<file path="config.mk">
export PLATFORM = sky130hd
export DESIGN_NAME = shared_display_memory_port
export DESIGN_NICKNAME = d
export VERILOG_FILES = /design/src/core/display_port_pkg.sv /design/src/core/ack_shifter.sv /design/src/core/shared_display_memory_port.sv
export SDC_FILE = /design/constraint.sdc
export NUM_CORES = 1
export LEC_CHECK = 0
export ABC_AREA = 1
export ABC_CLOCK_PERIOD_IN_PS = 2500
export BUFFER_PORTS_ARGS = -buffer_cell sky130_fd_sc_hd__buf_2
export CORE_MARGIN = 3
export CORE_UTILIZATION = 38
export CTS_CLUSTER_SIZE = 12
export DETAILED_ROUTE_END_ITERATION = 12
export PLACE_DENSITY = 0.78
export SETUP_SLACK_MARGIN = 0.15
export SLEW_MARGIN = 10
export SYNTH_ARGS = -nofsm -noshare
export SYNTH_HDL_FRONTEND = slang
export SYNTH_SLANG_ARGS = --single-unit
</file>
<file path="constraint.sdc">
create_clock -name clock -period 2.5 [get_ports clock]
set_input_delay 0.125 -clock clock [delete_from_list [all_inputs] [get_ports clock]]
set_output_delay 0.125 -clock clock [all_outputs]
set_load 0.03 [all_outputs]
</file>
<file path="src/core/display_port_pkg.sv">
package display_port_pkg;
  // Display memory and address decode.
  localparam int unsigned ADDR_W         = 23;
  localparam int unsigned MEM_ADDR_W     = 13;
  localparam int unsigned MEM_DATA_W     = 12;
  localparam int unsigned MODE_W         = 4;
  localparam int unsigned DATA_W         = 16;
  localparam int unsigned MODE_LSB       = 12;
  // Word address base of the 6K window, in 16-bit words.
  localparam logic [22:0] DISP_BASE      = 23'h00_6000;
  localparam logic [22:0] DISP_WORDS     = 23'h00_1800;
  localparam logic [3:0]  MODE_RESET     = 4'h0;
  // Acknowledge shift register.
  localparam int unsigned TAP_COUNT      = 4;
  localparam int unsigned WAIT_PER_TAP   = 2;
  localparam int unsigned SHIFT_LEN      = 7;
  // Access windows per tap, in ns, and the clock period in ns.
  localparam int unsigned CLOCK_NS       = 25;
  localparam int unsigned TAP0_ACCESS_NS = 250;
  localparam int unsigned TAP1_ACCESS_NS = 375;
  localparam int unsigned TAP2_ACCESS_NS = 500;
  localparam int unsigned TAP3_ACCESS_NS = 625;
  localparam int unsigned MEM_ACCESS_NS  = 300;
  // Chosen tap index for the fitted memory.
  localparam logic [1:0]  TAP_DEFAULT    = 2'h1;
  typedef enum logic [1:0] {
    ST_IDLE,
    ST_ISOLATE,
    ST_DESELECT,
    ST_CONNECT
  } sw_state_t;
endpackage

</file>
<file path="src/core/ack_shifter.sv">
`timescale 1ns/1ps
`default_nettype none
// Wait-state shifter: a one loaded at the start of an access walks down
// the chain; every tap sits two positions beyond the previous one.
module ack_shifter (
  // Clock and reset.
  input  wire logic       clock,
  input  wire logic       rst,
  // Control.
  input  wire logic       start,
  input  wire logic       clear,
  input  wire logic [1:0] tap_sel,
  // Selected tap.
  output logic            tap_out
);
  logic [display_port_pkg::SHIFT_LEN-1:0] chain_reg;
  logic [display_port_pkg::TAP_COUNT-1:0] taps;

  // Shift chain, emptied when the strobes drop.
  always_ff @(posedge clock or posedge rst) begin
    if (rst) begin
      chain_reg <= '0;
    end else if (clear) begin
      chain_reg <= '0;
    end else begin
      chain_reg <= {chain_reg[display_port_pkg::SHIFT_LEN-2:0], start};
    end
  end

  // Taps every two stages apart.
  genvar g;
  generate
    for (g = 0; g < display_port_pkg::TAP_COUNT; g++) begin : g_tap
      assign taps[g] = chain_reg[g*display_port_pkg::WAIT_PER_TAP];
    end
  endgenerate

  assign tap_out = taps[tap_sel];
endmodule
`default_nettype wire

</file>
<file path="src/core/shared_display_memory_port.sv">
`timescale 1ns/1ps
`default_nettype none
module shared_display_memory_port #(
  parameter logic [1:0] ACK_TAP = display_port_pkg::TAP_DEFAULT
) (
  // Clock and reset.
  input  wire logic                                  clock,
  input  wire logic                                  rst,
  // Processor bus; addr is a word address, strobes are active low.
  input  wire logic [display_port_pkg::ADDR_W-1:0]   cpu_addr,
  input  wire logic                                  cpu_as_n,
  input  wire logic                                  cpu_uds_n,
  input  wire logic                                  cpu_lds_n,
  input  wire logic                                  cpu_read,
  input  wire logic [display_port_pkg::DATA_W-1:0]   cpu_wdata,
  output logic                                       transfer_acknowledge_n,
  // Display side controls.
  input  wire logic                                  frame_sync,
  output logic                                       gen_addr_oe_n,
  output logic                                       gen_decoder_sel,
  output logic                                       cpu_addr_buf_oe_n,
  output logic                                       cpu_data_buf_oe_n,
  output logic                                       cpu_data_dir_read,
  output logic                                       mem_write_n,
  output logic [display_port_pkg::MODE_W-1:0]        video_display_generator_mode
);
  // Cycles from the buffers switching on to the acknowledge edge: two for the
  // shifter entry and the acknowledge flop, then two more for every tap step.
  // The latency check below relies on this figure.
  localparam int unsigned ACK_LAT = 2 + display_port_pkg::WAIT_PER_TAP * ACK_TAP;

  // Decoded processor bus.
  logic                                  strobe_active;
  logic                                  access_hit;
  logic                                  even_word;
  logic                                  mode_load;
  logic [display_port_pkg::MODE_W-1:0]   mode_field;
  // Switch-over sequencer.
  display_port_pkg::sw_state_t           state_reg;
  display_port_pkg::sw_state_t           state_next;
  // Acknowledge path.
  logic                                  shift_start;
  logic                                  shift_clear;
  logic                                  tap_hit;
  logic                                  ack_next;
  // Cycles spent with the buffers connected, watched by the latency check.
  logic [3:0]                            conn_cnt_reg;
  logic [3:0]                            conn_cnt_next;

  // True when a word address falls inside the display window.
  function automatic logic in_display_window(
    input logic [display_port_pkg::ADDR_W-1:0] addr
  );
    logic above_base;
    logic below_top;
    above_base = (addr >= display_port_pkg::DISP_BASE);
    below_top  = (addr < (display_port_pkg::DISP_BASE + display_port_pkg::DISP_WORDS));
    return above_base && below_top;
  endfunction

  // True in the state where the processor buffers may drive the memory.
  function automatic logic is_connected(input display_port_pkg::sw_state_t s);
    return (s == display_port_pkg::ST_CONNECT);
  endfunction

  // True while the generator still drives its address bus.
  function automatic logic gen_address_on(input display_port_pkg::sw_state_t s);
    return (s == display_port_pkg::ST_IDLE);
  endfunction

  // True while the generator-side decoder still selects the memories.
  function automatic logic gen_decoder_on(input display_port_pkg::sw_state_t s);
    return (s == display_port_pkg::ST_IDLE) || (s == display_port_pkg::ST_ISOLATE);
  endfunction

  // Address strobe plus either data strobe marks a live access.
  assign strobe_active = !cpu_as_n && (!cpu_uds_n || !cpu_lds_n);
  // Only accesses that land in the window take the memory away.
  assign access_hit    = strobe_active && in_display_window(cpu_addr);
  // The word address bit zero tells even from odd locations.
  assign even_word     = !cpu_addr[0];
  // Mode bits travel in the top nibble of the data word.
  assign mode_field    = cpu_wdata[display_port_pkg::MODE_LSB +: display_port_pkg::MODE_W];
  // The latch takes only writes to even words once the buffers are connected.
  assign mode_load     = is_connected(state_reg) && access_hit && !cpu_read
                         && even_word && !cpu_uds_n;

  // Next-state logic: step through the switch-over states while the access
  // stands; losing the strobes at any point returns straight to idle, so an
  // aborted access never leaves the generator cut off.
  always_comb begin
    state_next = state_reg;
    case (state_reg)
      display_port_pkg::ST_IDLE: begin
        if (access_hit) begin
          state_next = display_port_pkg::ST_ISOLATE;
        end
      end
      display_port_pkg::ST_ISOLATE: begin
        if (access_hit) begin
          state_next = display_port_pkg::ST_DESELECT;
        end else begin
          state_next = display_port_pkg::ST_IDLE;
        end
      end
      display_port_pkg::ST_DESELECT: begin
        if (access_hit) begin
          state_next = display_port_pkg::ST_CONNECT;
        end else begin
          state_next = display_port_pkg::ST_IDLE;
        end
      end
      display_port_pkg::ST_CONNECT: begin
        if (!access_hit) begin
          state_next = display_port_pkg::ST_IDLE;
        end
      end
      default: begin
        state_next = display_port_pkg::ST_IDLE;
      end
    endcase
  end

  // Sequencer state.
  always_ff @(posedge clock or posedge rst) begin
    if (rst) begin
      state_reg <= display_port_pkg::ST_IDLE;
    end else begin
      state_reg <= state_next;
    end
  end

  // Switch pins follow the next state so each step shows one cycle after
  // the last; the release at the end of an access happens in one cycle.
  always_ff @(posedge clock or posedge rst) begin
    if (rst) begin
      gen_addr_oe_n     <= 1'b0;
      gen_decoder_sel   <= 1'b1;
      cpu_addr_buf_oe_n <= 1'b1;
      cpu_data_buf_oe_n <= 1'b1;
    end else begin
      gen_addr_oe_n     <= !gen_address_on(state_next);
      gen_decoder_sel   <= gen_decoder_on(state_next);
      cpu_addr_buf_oe_n <= !is_connected(state_next);
      cpu_data_buf_oe_n <= !is_connected(state_next);
    end
  end

  // Transceiver direction and memory write strobe, active only when connected.
  always_ff @(posedge clock or posedge rst) begin
    if (rst) begin
      cpu_data_dir_read <= 1'b0;
      mem_write_n       <= 1'b1;
    end else begin
      cpu_data_dir_read <= is_connected(state_next) && cpu_read;
      mem_write_n       <= !(is_connected(state_next) && !cpu_read);
    end
  end

  // Mode latch: four bits beside the twelve-bit memory, held between writes;
  // an even write loads it at once, whatever the level of frame_sync.
  always_ff @(posedge clock or posedge rst) begin
    if (rst) begin
      video_display_generator_mode <= display_port_pkg::MODE_RESET;
    end else if (mode_load) begin
      video_display_generator_mode <= mode_field;
    end
  end

  // The shifter runs only while connected and empties when the strobes drop.
  assign shift_start = is_connected(state_reg) && access_hit;
  assign shift_clear = !access_hit;
  // Acknowledge only from the chosen tap and only while the access stands.
  assign ack_next    = tap_hit && shift_start;

  // Wait-state shifter with a fixed tap.
  ack_shifter i_ack_shifter (
    .clock   (clock),
    .rst     (rst),
    .start   (shift_start),
    .clear   (shift_clear),
    .tap_sel (ACK_TAP),
    .tap_out (tap_hit)
  );

  // Acknowledge flop; it drops back one cycle after the strobes go away.
  always_ff @(posedge clock or posedge rst) begin
    if (rst) begin
      transfer_acknowledge_n <= 1'b1;
    end else begin
      transfer_acknowledge_n <= !ack_next;
    end
  end

  // Connected-cycle count, saturating so a stalled access cannot wrap it.
  always_comb begin
    if (!is_connected(state_reg)) begin
      conn_cnt_next = 4'h0;
    end else if (conn_cnt_reg == 4'hf) begin
      conn_cnt_next = conn_cnt_reg;
    end else begin
      conn_cnt_next = conn_cnt_reg + 4'h1;
    end
  end

  // Connected-cycle counter state.
  always_ff @(posedge clock or posedge rst) begin
    if (rst) begin
      conn_cnt_reg <= 4'h0;
    end else begin
      conn_cnt_reg <= conn_cnt_next;
    end
  end

  // The generator decoder drops only once its address bus already floats.
  property p_decoder_after_hiz;
    @(posedge clock) disable iff (rst)
      $fell(gen_decoder_sel) |-> $past(gen_addr_oe_n);
  endproperty
  a_decoder_after_hiz: assert property (p_decoder_after_hiz)
    else $error("generator decoder dropped before its address bus floated");

  // The processor buffers open only after both generator steps are done.
  property p_buffers_after_deselect;
    @(posedge clock) disable iff (rst)
      $fell(cpu_addr_buf_oe_n) |-> ($past(gen_addr_oe_n) && !$past(gen_decoder_sel));
  endproperty
  a_buffers_after_deselect: assert property (p_buffers_after_deselect)
    else $error("processor buffers opened before the generator let go");

  // While the buffers drive, the generator address stays floating.
  property p_gen_hiz_while_connected;
    @(posedge clock) disable iff (rst)
      !cpu_addr_buf_oe_n |-> (gen_addr_oe_n && !gen_decoder_sel);
  endproperty
  a_gen_hiz_while_connected: assert property (p_gen_hiz_while_connected)
    else $error("generator address driven during a processor access");

  // Buffers are open only when an access stood at the previous edge.
  property p_buffers_need_access;
    @(posedge clock) disable iff (rst)
      !cpu_data_buf_oe_n |-> $past(access_hit);
  endproperty
  a_buffers_need_access: assert property (p_buffers_need_access)
    else $error("processor buffers open with no display access");

  // With no access at the previous edge everything is handed back.
  property p_released_when_idle;
    @(posedge clock) disable iff (rst)
      !$past(access_hit) |-> (!gen_addr_oe_n && gen_decoder_sel
                              && cpu_addr_buf_oe_n && cpu_data_buf_oe_n);
  endproperty
  a_released_when_idle: assert property (p_released_when_idle)
    else $error("memory not handed back to the generator when idle");

  // Acknowledge appears only with the buffers connected.
  property p_ack_only_connected;
    @(posedge clock) disable iff (rst)
      !transfer_acknowledge_n |-> !cpu_data_buf_oe_n;
  endproperty
  a_ack_only_connected: assert property (p_ack_only_connected)
    else $error("acknowledge given without connected buffers");

  // Acknowledge is withdrawn the cycle after the strobes go away.
  property p_ack_withdrawn;
    @(posedge clock) disable iff (rst)
      !access_hit |=> transfer_acknowledge_n;
  endproperty
  a_ack_withdrawn: assert property (p_ack_withdrawn)
    else $error("acknowledge held after the strobes were negated");

  // Acknowledge arrives the chosen number of cycles after connection.
  property p_ack_latency;
    @(posedge clock) disable iff (rst)
      $fell(transfer_acknowledge_n) |-> (conn_cnt_reg == 4'(ACK_LAT));
  endproperty
  a_ack_latency: assert property (p_ack_latency)
    else $error("acknowledge arrived with the wrong number of wait states");

  // The mode outputs change only after a latch load.
  property p_mode_holds;
    @(posedge clock) disable iff (rst)
      $changed(video_display_generator_mode) |-> $past(mode_load);
  endproperty
  a_mode_holds: assert property (p_mode_holds)
    else $error("mode outputs changed without an even write");

  // Scenario coverage: an even write during blanking, a read through the
  // buffers, an access outside the window and an access given up early.
  c_mode_load_in_blank: cover property (@(posedge clock) disable iff (rst)
    mode_load && !frame_sync);
  c_read_connected: cover property (@(posedge clock) disable iff (rst)
    cpu_data_dir_read && !transfer_acknowledge_n);
  c_outside_window: cover property (@(posedge clock) disable iff (rst)
    strobe_active && !access_hit);
  c_aborted_switch: cover property (@(posedge clock) disable iff (rst)
    (state_reg == display_port_pkg::ST_ISOLATE) && !access_hit);
endmodule
`default_nettype wire

</file>
======== Word level (Yosys, flattened, before mapping) ========
Cells that the tools add are included.
operators by class
  add/sub/neg operators ................... 0
  shift-type cells ........................ 0
  bitwise operators ....................... 0
  equal/unequal tests ..................... 5
  reduce and logical (&&, ||, !) cells .... 23
  mux-type cells .......................... 6
  magnitude comparators ................... 2
  divide/modulo/power cells ............... 0
  $mul .................................... 0
operators with widths
  operator              count
  $ge 23x15->1 const B  1
  $lt 23x15->1 const B  1
  $logic_and 1x1->1     10
  $logic_not 1->1       9
  $mux 2                4
  $pmux 2 s4            1
  $eq 2x2->1 const B    3
  $eq 2x1->1 const B    2
  $logic_not 2->1       2
  $mux 3                1
  $logic_or 1x1->1      2
storage, ports and cells
  bits in latches ......................... 0
  memories ................................ 0
  memory bits (read-only) ................. 0
  word-level logic and storage cells ...... 45
  input port bits ......................... 46
  bits in writable memories ............... 0
  register bits after elaboration ......... 15

======== Depth between registers and ports, before layout ========
Gate-level depths: netlist (run 1).
  word-level depth ........................ 9
  depth in mapped cells ................... 8
  depth with buffers taken out ............ 8

======== Cells and area by module ========
A second synthesis (run 1) with hierarchy kept.
unflattened totals
  cell total of the unflattened synthesis .. 102
  area total of the unflattened synthesis .. 894.6 um2
by module, submodules not included
  module                      area each (um2)  cells an instance  instances
  shared_display_memory_port  623.1            70                 1
  ack_shifter                 271.5            32                 1

======== Least setup slack after synthesis (run 1) ========
OpenSTA, ideal clock, no wires.
  kind .................................... reg2reg
  start ................................... register state_reg[1]
  end ..................................... register video_display_generator_mode[0] in the netlist's numbering
  buffers on the path ..................... 0
  arrival time ............................ 873 ps
  setup time .............................. 118 ps
  cell stages (with the launch flop) ...... 6
  data required time ...................... 2382 ps
  path slack .............................. 1509 ps
  path through ............................ dfrtp_1 nand2_1 inv_2 nand4_2 nand2_1 nand2_1
between the ends
  word-level cells in the longest chain between the ends .. 5
RTL lines
  item                            line                               RTL
  start, declared                 shared_display_memory_port.sv:39   display_port_pkg::sw_state_t state_reg;
  start signal, assigned          shared_display_memory_port.sv:127  state_reg <= display_port_pkg::ST_IDLE;
  start signal, assigned          shared_display_memory_port.sv:129  state_reg <= state_next;
  $eq 2x2->1                      shared_display_memory_port.sv:63   return (s == display_port_pkg::ST_CONNECT);
  $logic_and 1x1->1 (2 in a row)  shared_display_memory_port.sv:85   assign mode_load = is_connected(state_reg) && access_hit && !cpu_read
  $logic_and 1x1->1 (2 in a row)  shared_display_memory_port.sv:86   && even_word && !cpu_uds_n;
  end signal, assigned            shared_display_memory_port.sv:164  video_display_generator_mode <= display_port_pkg::MODE_RESET;
  end signal, assigned            shared_display_memory_port.sv:166  video_display_generator_mode <= mode_field;
  end, declared                   shared_display_memory_port.sv:25   output logic [display_port_pkg::MODE_W-1:0] video_display_generator_mode
No other way between the ends.
A chain may end at the register's enable or synchronous reset.

======== Worst setup path after layout (run 1) ========
Ends and elaborated chain as after synthesis.

==> flow_summary.ini, run 1 <==
[critical_path]
critPathArrivalTime_ns = 1.32
max_stage_delay_ns = 0.44
worstSetupPathDepth = 5
crit_type = flop to flop
reg2reg_to = video_display_generator_mode[0]$_DFFE_PP0P_
r2r-start = state_reg[1]$_DFF_PP0_
crit_buf_inv = 1
crit_fanout = 5
worst_path_max_delay_cell = dfrtp_1
path_cells = nand2_1 > inv_2 > nand4_2 > nand2_1 > nand2_1
critical-path-top-delay-family = simple AND/OR/NAND/NOR gates
cp-startpoint = state_reg[1]$_DFF_PP0_
critPathRequiredTime_ns = 2.67
crit_path_frequent_cell = nand2_1
endpoint = video_display_generator_mode[0]$_DFFE_PP0P_
ff2ff_setup_slack_ns = 1.35
startpoint_type = flop
end_kind = flop
rr_worst_depth = 5

[power_and_ir_drop]
power_uw = 410
p_seq_share_pct = 59.2
p_int_uw = 322
p_leak_uw = 0.000547
p_comb_share_pct = 9.1
switching_share_pct = 21.4
p_clk_share_pct = 31.7
netSwitchingPower_uw = 87.9
p_per_area_mw_per_mm2 = 445
ir_worst_vdd_uv = 271

[global_routing]
busiest_layer = met2
overflow = 0
antenna_found_initial = 0
grt_use_total_pct = 11.6
globalRouteMet2Util_pct = 17.6
grt_start_max_net_pins = 16
grt_first_pass_wirelength_mm = 2.17
grt_pass1_vias = 521
met1_usage_pct = 15.5
use_met3_pct = 4.59

[clocking]
cts_tree = yes
cts_root_buf = clkbuf_4
htreeDepth = 1
clk_pin_slew_worst_paths_ns = 0.08
numClockSinks = 15
clock_latency_ns = 0.27
cts_made_buffers = 3
ctsResizeCount = 0
cts_buffer_depth = 2

[synth]
yosysSeqAreaShare_pct = 54.6
yosys_warnings = 0
synth_top_area_share_pct = 39.5
syn_area_um2 = 697
synth_top_cell_by_area = dfrtp_1
synthCells = 75
synth.area.top_cells = dfrtp_1 (39%), dfstp_2 (15%), nand2_1 (8.6%)
synth.avg_cell_area_um2 = 9.29
synth_cell_types = 18
ys_seq_elements = 15
synth_fp_nets = 121

[run]
maxCapViolations = 0

[final_layout]
fillers = 168
area_delta_synth_final_pct = 32.1
nNetsFinal = 159
num_antenna_cells = 0
largest_register_ffs = 4
final_cell_count_no_fill = 136
layout-drive-gt1-share_pct = 50.0

[floorplanning]
initial_core_util_pct = 43.2
floorplan.die_area_mm2 = 0.00238
die_x_um = 48.8
ioPinCount = 57
die_h_um = 48.8
num_rows = 14
core-area_mm2 = 0.00161

[timing]
finalCriticalPeriod_ns = 1.15
period_share_pct = 46.0
slew_viol_final = 0
tns_ns = 0
relSlewSlack_pct = 65.2
finalHoldViolCount = 0
final-setup-viol-count = 0
worst_pin_slew_ns = 0.521
fin_worst_skew_ns = 0.00363
max_freq_mhz = 869
rsz0062_at_grt = no

[detailed_routing]
viasPerCell = 4.19
vias = 570
drc_errors = 0
wl_per_cell_um = 9.49
drtAntennaViolNets = 0
wirelength_mm = 1.29
drt_iter0_markers = 8
dr.pass1.iters = 4

[place]
hpwlAfterDp_mm = 1.07
dp.cells = 131
portBuffers = 33
gp_congestion = 0.662

[outcome]
status = completed

[worst_hold_path]
hold_class = input pin to flop
-- routing by layer --
metal  vias up  share of wire [%]
met3         2                9.1
met4         0                1.1
li1        300                  -
met1       243                 43
met2        25                 46
met5         -                  0
-- placed cells by master, fill, tap and decap left out --
| cell type | instances |
|---|---|
| nand2_1 | 16 |
| nor2_1 | 10 |
| o21ai_2 | 1 |
| nor3_2 | 1 |
| inv_2 | 3 |
| clkbuf_1 | 1 |
| dlygate4sd3_1 | 1 |
| inv_4 | 1 |
| buf_2 | 33 |
| nand4_2 | 1 |
| dfstp_2 | 4 |
| nand2_2 | 4 |
| nand3_1 | 1 |
| nor2_8 | 1 |
| nor2_4 | 2 |
| inv_1 | 12 |
| a21oi_2 | 1 |
| dfrtp_1 | 11 |
| nand4_1 | 4 |
| clkbuf_4 | 3 |
| nand2_4 | 1 |
-- power by group through the flow --
stage               clock (uW)  combinational [uW]  sequential [uW]
finish                     130                37.3              243
global route               148                42.6              243
CTS                        136                38.1              243
detailed placement           0                36.7              247
global placement             0                35.8              247
floorplan                    0                16.3              247
-- how the worst min path moves through the flow --
stage	to	startpoint	slack, ns	cells after the start
6_report	video_display_generator_mode[2]$_DFFE_PP0P_	cpu_wdata[14]	0.09	3
2_1_floorplan	cpu_data_dir_read$_DFF_PP0_	rst	0.02	1
3_3_place_gp	cpu_data_dir_read$_DFF_PP0_	rst	0.19	2
3_5_place_dp	gen_addr_oe_n$_DFF_PP0_	rst	0.18	2
4_1_cts	video_display_generator_mode[3]$_DFFE_PP0P_	cpu_wdata[15]	0.09	3
5_1_grt	video_display_generator_mode[3]$_DFFE_PP0P_	cpu_wdata[15]	0.09	3
-- logic make-up after synthesis --
family	share of synthesized area (%)
compound gates	2.51
simple gates	32.9
buf+inv	10.1
flops	54.6
-- worst reg2reg max path, delay by kind of cell (launching register included) --
kind	cells	cell delay, ns
buffers and inverters	1	0.13
DFF	1	0.44
and+or+nand+nor	4	0.46
-- Yosys cell counts (all sizes together) --
cell	instances
nand2	21
inv	16
nor2	13
dfrtp	11
nand4	5
dfstp	4
a21oi	1
buf	1
nand3	1
nor3	1
o21ai	1
-- stage by stage --
step                      cell area [um2]  util, %  setup WS (ns)  hold WS (ns)
after floorplan                       697        -           1.51        0.0236
after global placement                885     54.9           1.43         0.186
after detailed placement              885     54.9           1.36         0.183
after CTS                             921     57.1           1.35        0.0884
after global routing                  921     57.1           1.24        0.0853
final                                 921     57.1           1.35        0.0938
-- repair_timing --
| item | CTS | global route |
|---|---|---|
| hold endpoints to repair | 11 | 0 |
| setup buffers | 0 | 0 |
| hold buffers | 1 | 0 |
-- area by class of cell --
type                            instances  area (um2)  share of cell area, %
Clock buffer                            4        26.3                   2.85
Inverter                               16        62.6                   6.79
Multi-Input combinational cell         43         246                   26.8
Sequential cell                        15         380                   41.3
Tap cell                               24        30.0                   3.26
Timing Repair Buffer                   34         175                   19.0
(Power assumes the default switching activity.)
==> inputs of run 2 (changes only) <==
--- a/config.mk
+++ b/config.mk
@@ -6,13 +6,13 @@
 export NUM_CORES = 1
 export LEC_CHECK = 0
 export ABC_AREA = 1
-export ABC_CLOCK_PERIOD_IN_PS = 2500
+export ABC_CLOCK_PERIOD_IN_PS = 1100
 export BUFFER_PORTS_ARGS = -buffer_cell sky130_fd_sc_hd__buf_2
 export CORE_MARGIN = 3
-export CORE_UTILIZATION = 38
+export CORE_UTILIZATION = 37
 export CTS_CLUSTER_SIZE = 12
 export DETAILED_ROUTE_END_ITERATION = 12
-export PLACE_DENSITY = 0.78
+export PLACE_DENSITY = 0.76
 export SETUP_SLACK_MARGIN = 0.15
 export SLEW_MARGIN = 10
 export SYNTH_ARGS = -nofsm -noshare
==> constraint.sdc (replaced) <==
create_clock -name clock -period 1.1 [get_ports clock]
set_input_delay 0.055 -clock clock [delete_from_list [all_inputs] [get_ports clock]]
set_output_delay 0.055 -clock clock [all_outputs]
set_load 0.03 [all_outputs]
==> flow_summary.ini, run 2 (synthesis results as in run 1) <==
[outcome]
status = completed

[place]
hpwlAfterDp_mm = 1.06
place_area_um2 = 912
gp_congestion = 0.659
portBuffers = 33
place_ws_ns = 0.108

[critical_path]
max_stage_delay_ns = 0.55
end_kind = output port
worst_path_max_delay_cell = dfstp_2
rr_worst_depth = 5
crit_type = flop to output port
startpoint_type = flop
ff2ff_setup_slack_ns = 0.17
critPathRequiredTime_ns = 1.04
reg2reg_to = video_display_generator_mode[3]$_DFFE_PP0P_
crit_fanout = 2
critical-path-top-delay-family = flip-flops
critPathArrivalTime_ns = 0.95
r2r-start = state_reg[1]$_DFF_PP0_
path_cells = buf_6
crit_buf_inv = 1

[global_routing]
grt_use_total_pct = 12.4
grt_start_max_net_pins = 16
antenna_found_initial = 0
globalRouteMet2Util_pct = 21.0
overflow = 0
grt_first_pass_wirelength_mm = 2.40
use_met3_pct = 2.75
met1_usage_pct = 15.5
busiest_layer = met2
grt_pass1_vias = 608

[timing]
slew_viol_final = 0
worst_slack_ns = 0.0983
fin_hold_ws_ns = 0.0287
period_share_pct = 91.1
finalHoldViolCount = 0
relSlewSlack_pct = 65.6
max_freq_mhz = 998
tns_ns = 0
rsz0062_at_grt = yes
final-setup-viol-count = 0
finalCriticalPeriod_ns = 1.00
fin_worst_skew_ns = 0.00435
worst_pin_slew_ns = 0.516

[final_layout]
area_delta_synth_final_pct = 42.7
fillers = 166
num_antenna_cells = 0
largest_register_ffs = 4
nNetsFinal = 162
postLayoutCellArea_um2 = 995
final_cell_mix = buf_2 (28), nand2_1 (13), inv_1 (12)
final_common_cell = buf_2
layout-drive-gt1-share_pct = 53.9

[worst_hold_path]
holdCritStartpoint = cpu_wdata[14]
hold_class = input pin to flop
worst_hold_path.num_cells = 3
min_to = video_display_generator_mode[2]$_DFFE_PP0P_

[floorplanning]
initial_core_util_pct = 39.9
ioPinCount = 57
num_rows = 15
core-area_mm2 = 0.00175
die_h_um = 49.4
die_x_um = 49.4
floorplan.die_area_mm2 = 0.00244

[clocking]
cts_root_buf = clkbuf_4
numClockSinks = 15
cts_buffer_depth = 2
cts_tree = yes
clock_latency_ns = 0.27
htreeDepth = 1
clk_pin_slew_worst_paths_ns = 0.08
cts_made_buffers = 3

[detailed_routing]
wl_per_cell_um = 9.39
drt_iter0_markers = 0
dr.pass1.iters = 1
vias = 581
drc_errors = 0
viasPerCell = 4.15
drtAntennaViolNets = 0
wirelength_mm = 1.32

[power_and_ir_drop]
p_seq_share_pct = 58.9
p_per_area_mw_per_mm2 = 942
ir_worst_vdd_uv = 733
p_clk_share_pct = 31.8
p_leak_uw = 0.000590
p_comb_share_pct = 9.4
netSwitchingPower_uw = 203
switching_share_pct = 21.7
p_int_uw = 734

[run]
maxCapViolations = 0
## run 2: changes by cell type in the layout (fill, tap and decap cells not counted), sizes merged
cell  delta
buf      +3
## run 2: cell type report
class                      count  area [um2]  share of cell area [%]
clock buffer                   4        26.3                    2.64
inverter                      16        65.1                    6.54
multi-input combinational     43         263                    26.4
sequential                    15         380                    38.2
tap                           25        31.3                    3.14
timing repair buffer          37         229                    23.0
## run 2: through the flow
stage / util, % / total power [uW] / cells
floorplan: - / 600 / 75
global route: 57.0 / 998 / 140
finish: 57.0 / 937 / 140
detailed placement: 52.3 / 649 / 134
global placement: 52.3 / 646 / 134
CTS: 56.6 / 948 / 140
## run 2: timing repair
| item | CTS | global route |
|---|---|---|
| buffers inserted | 1 | 0 |
| pin swaps | 0 | 1 |
| hold buffers | 1 | 0 |
| resized for setup | 10 | 3 |
| hold endpoints to repair | 11 | 0 |
| setup endpoints to repair | 9 | 9 |
## run 2: worst max-delay path by stage
stage                                 from                                     endpoint  slack, ns  cells after the start
2_1_floorplan       state_reg[1]$_DFF_PP0_  video_display_generator_mode[0]$_DFFE_PP0P_       0.17                      5
3_3_place_gp        state_reg[0]$_DFF_PP0_  video_display_generator_mode[2]$_DFFE_PP0P_       0.15                      5
3_5_place_dp        state_reg[0]$_DFF_PP0_  video_display_generator_mode[0]$_DFFE_PP0P_       0.11                      5
4_1_cts        cpu_data_buf_oe_n$_DFF_PP1_                            cpu_addr_buf_oe_n       0.09                      1
5_1_grt        cpu_data_buf_oe_n$_DFF_PP1_                            cpu_addr_buf_oe_n       0.05                      1
6_report       cpu_data_buf_oe_n$_DFF_PP1_                            cpu_addr_buf_oe_n        0.1                      1
## run 2: routing by layer
metal,vias to the layer above,wire (um)
li1,303,-
met1,257,548
met2,21,690
met3,0,76
met4,0,0
met5,-,0
## run 2: power by group through the flow
| stage | Clock [uW] | Combinational [uW] | Sequential, uW |
|---|---|---|---|
| floorplan | 0 | 37.8 | 562 |
| finish | 298 | 87.8 | 552 |
| global route | 345 | 101 | 552 |
| global placement | 0 | 83.8 | 562 |
| detailed placement | 0 | 86.5 | 562 |
| CTS | 307 | 89.3 | 552 |
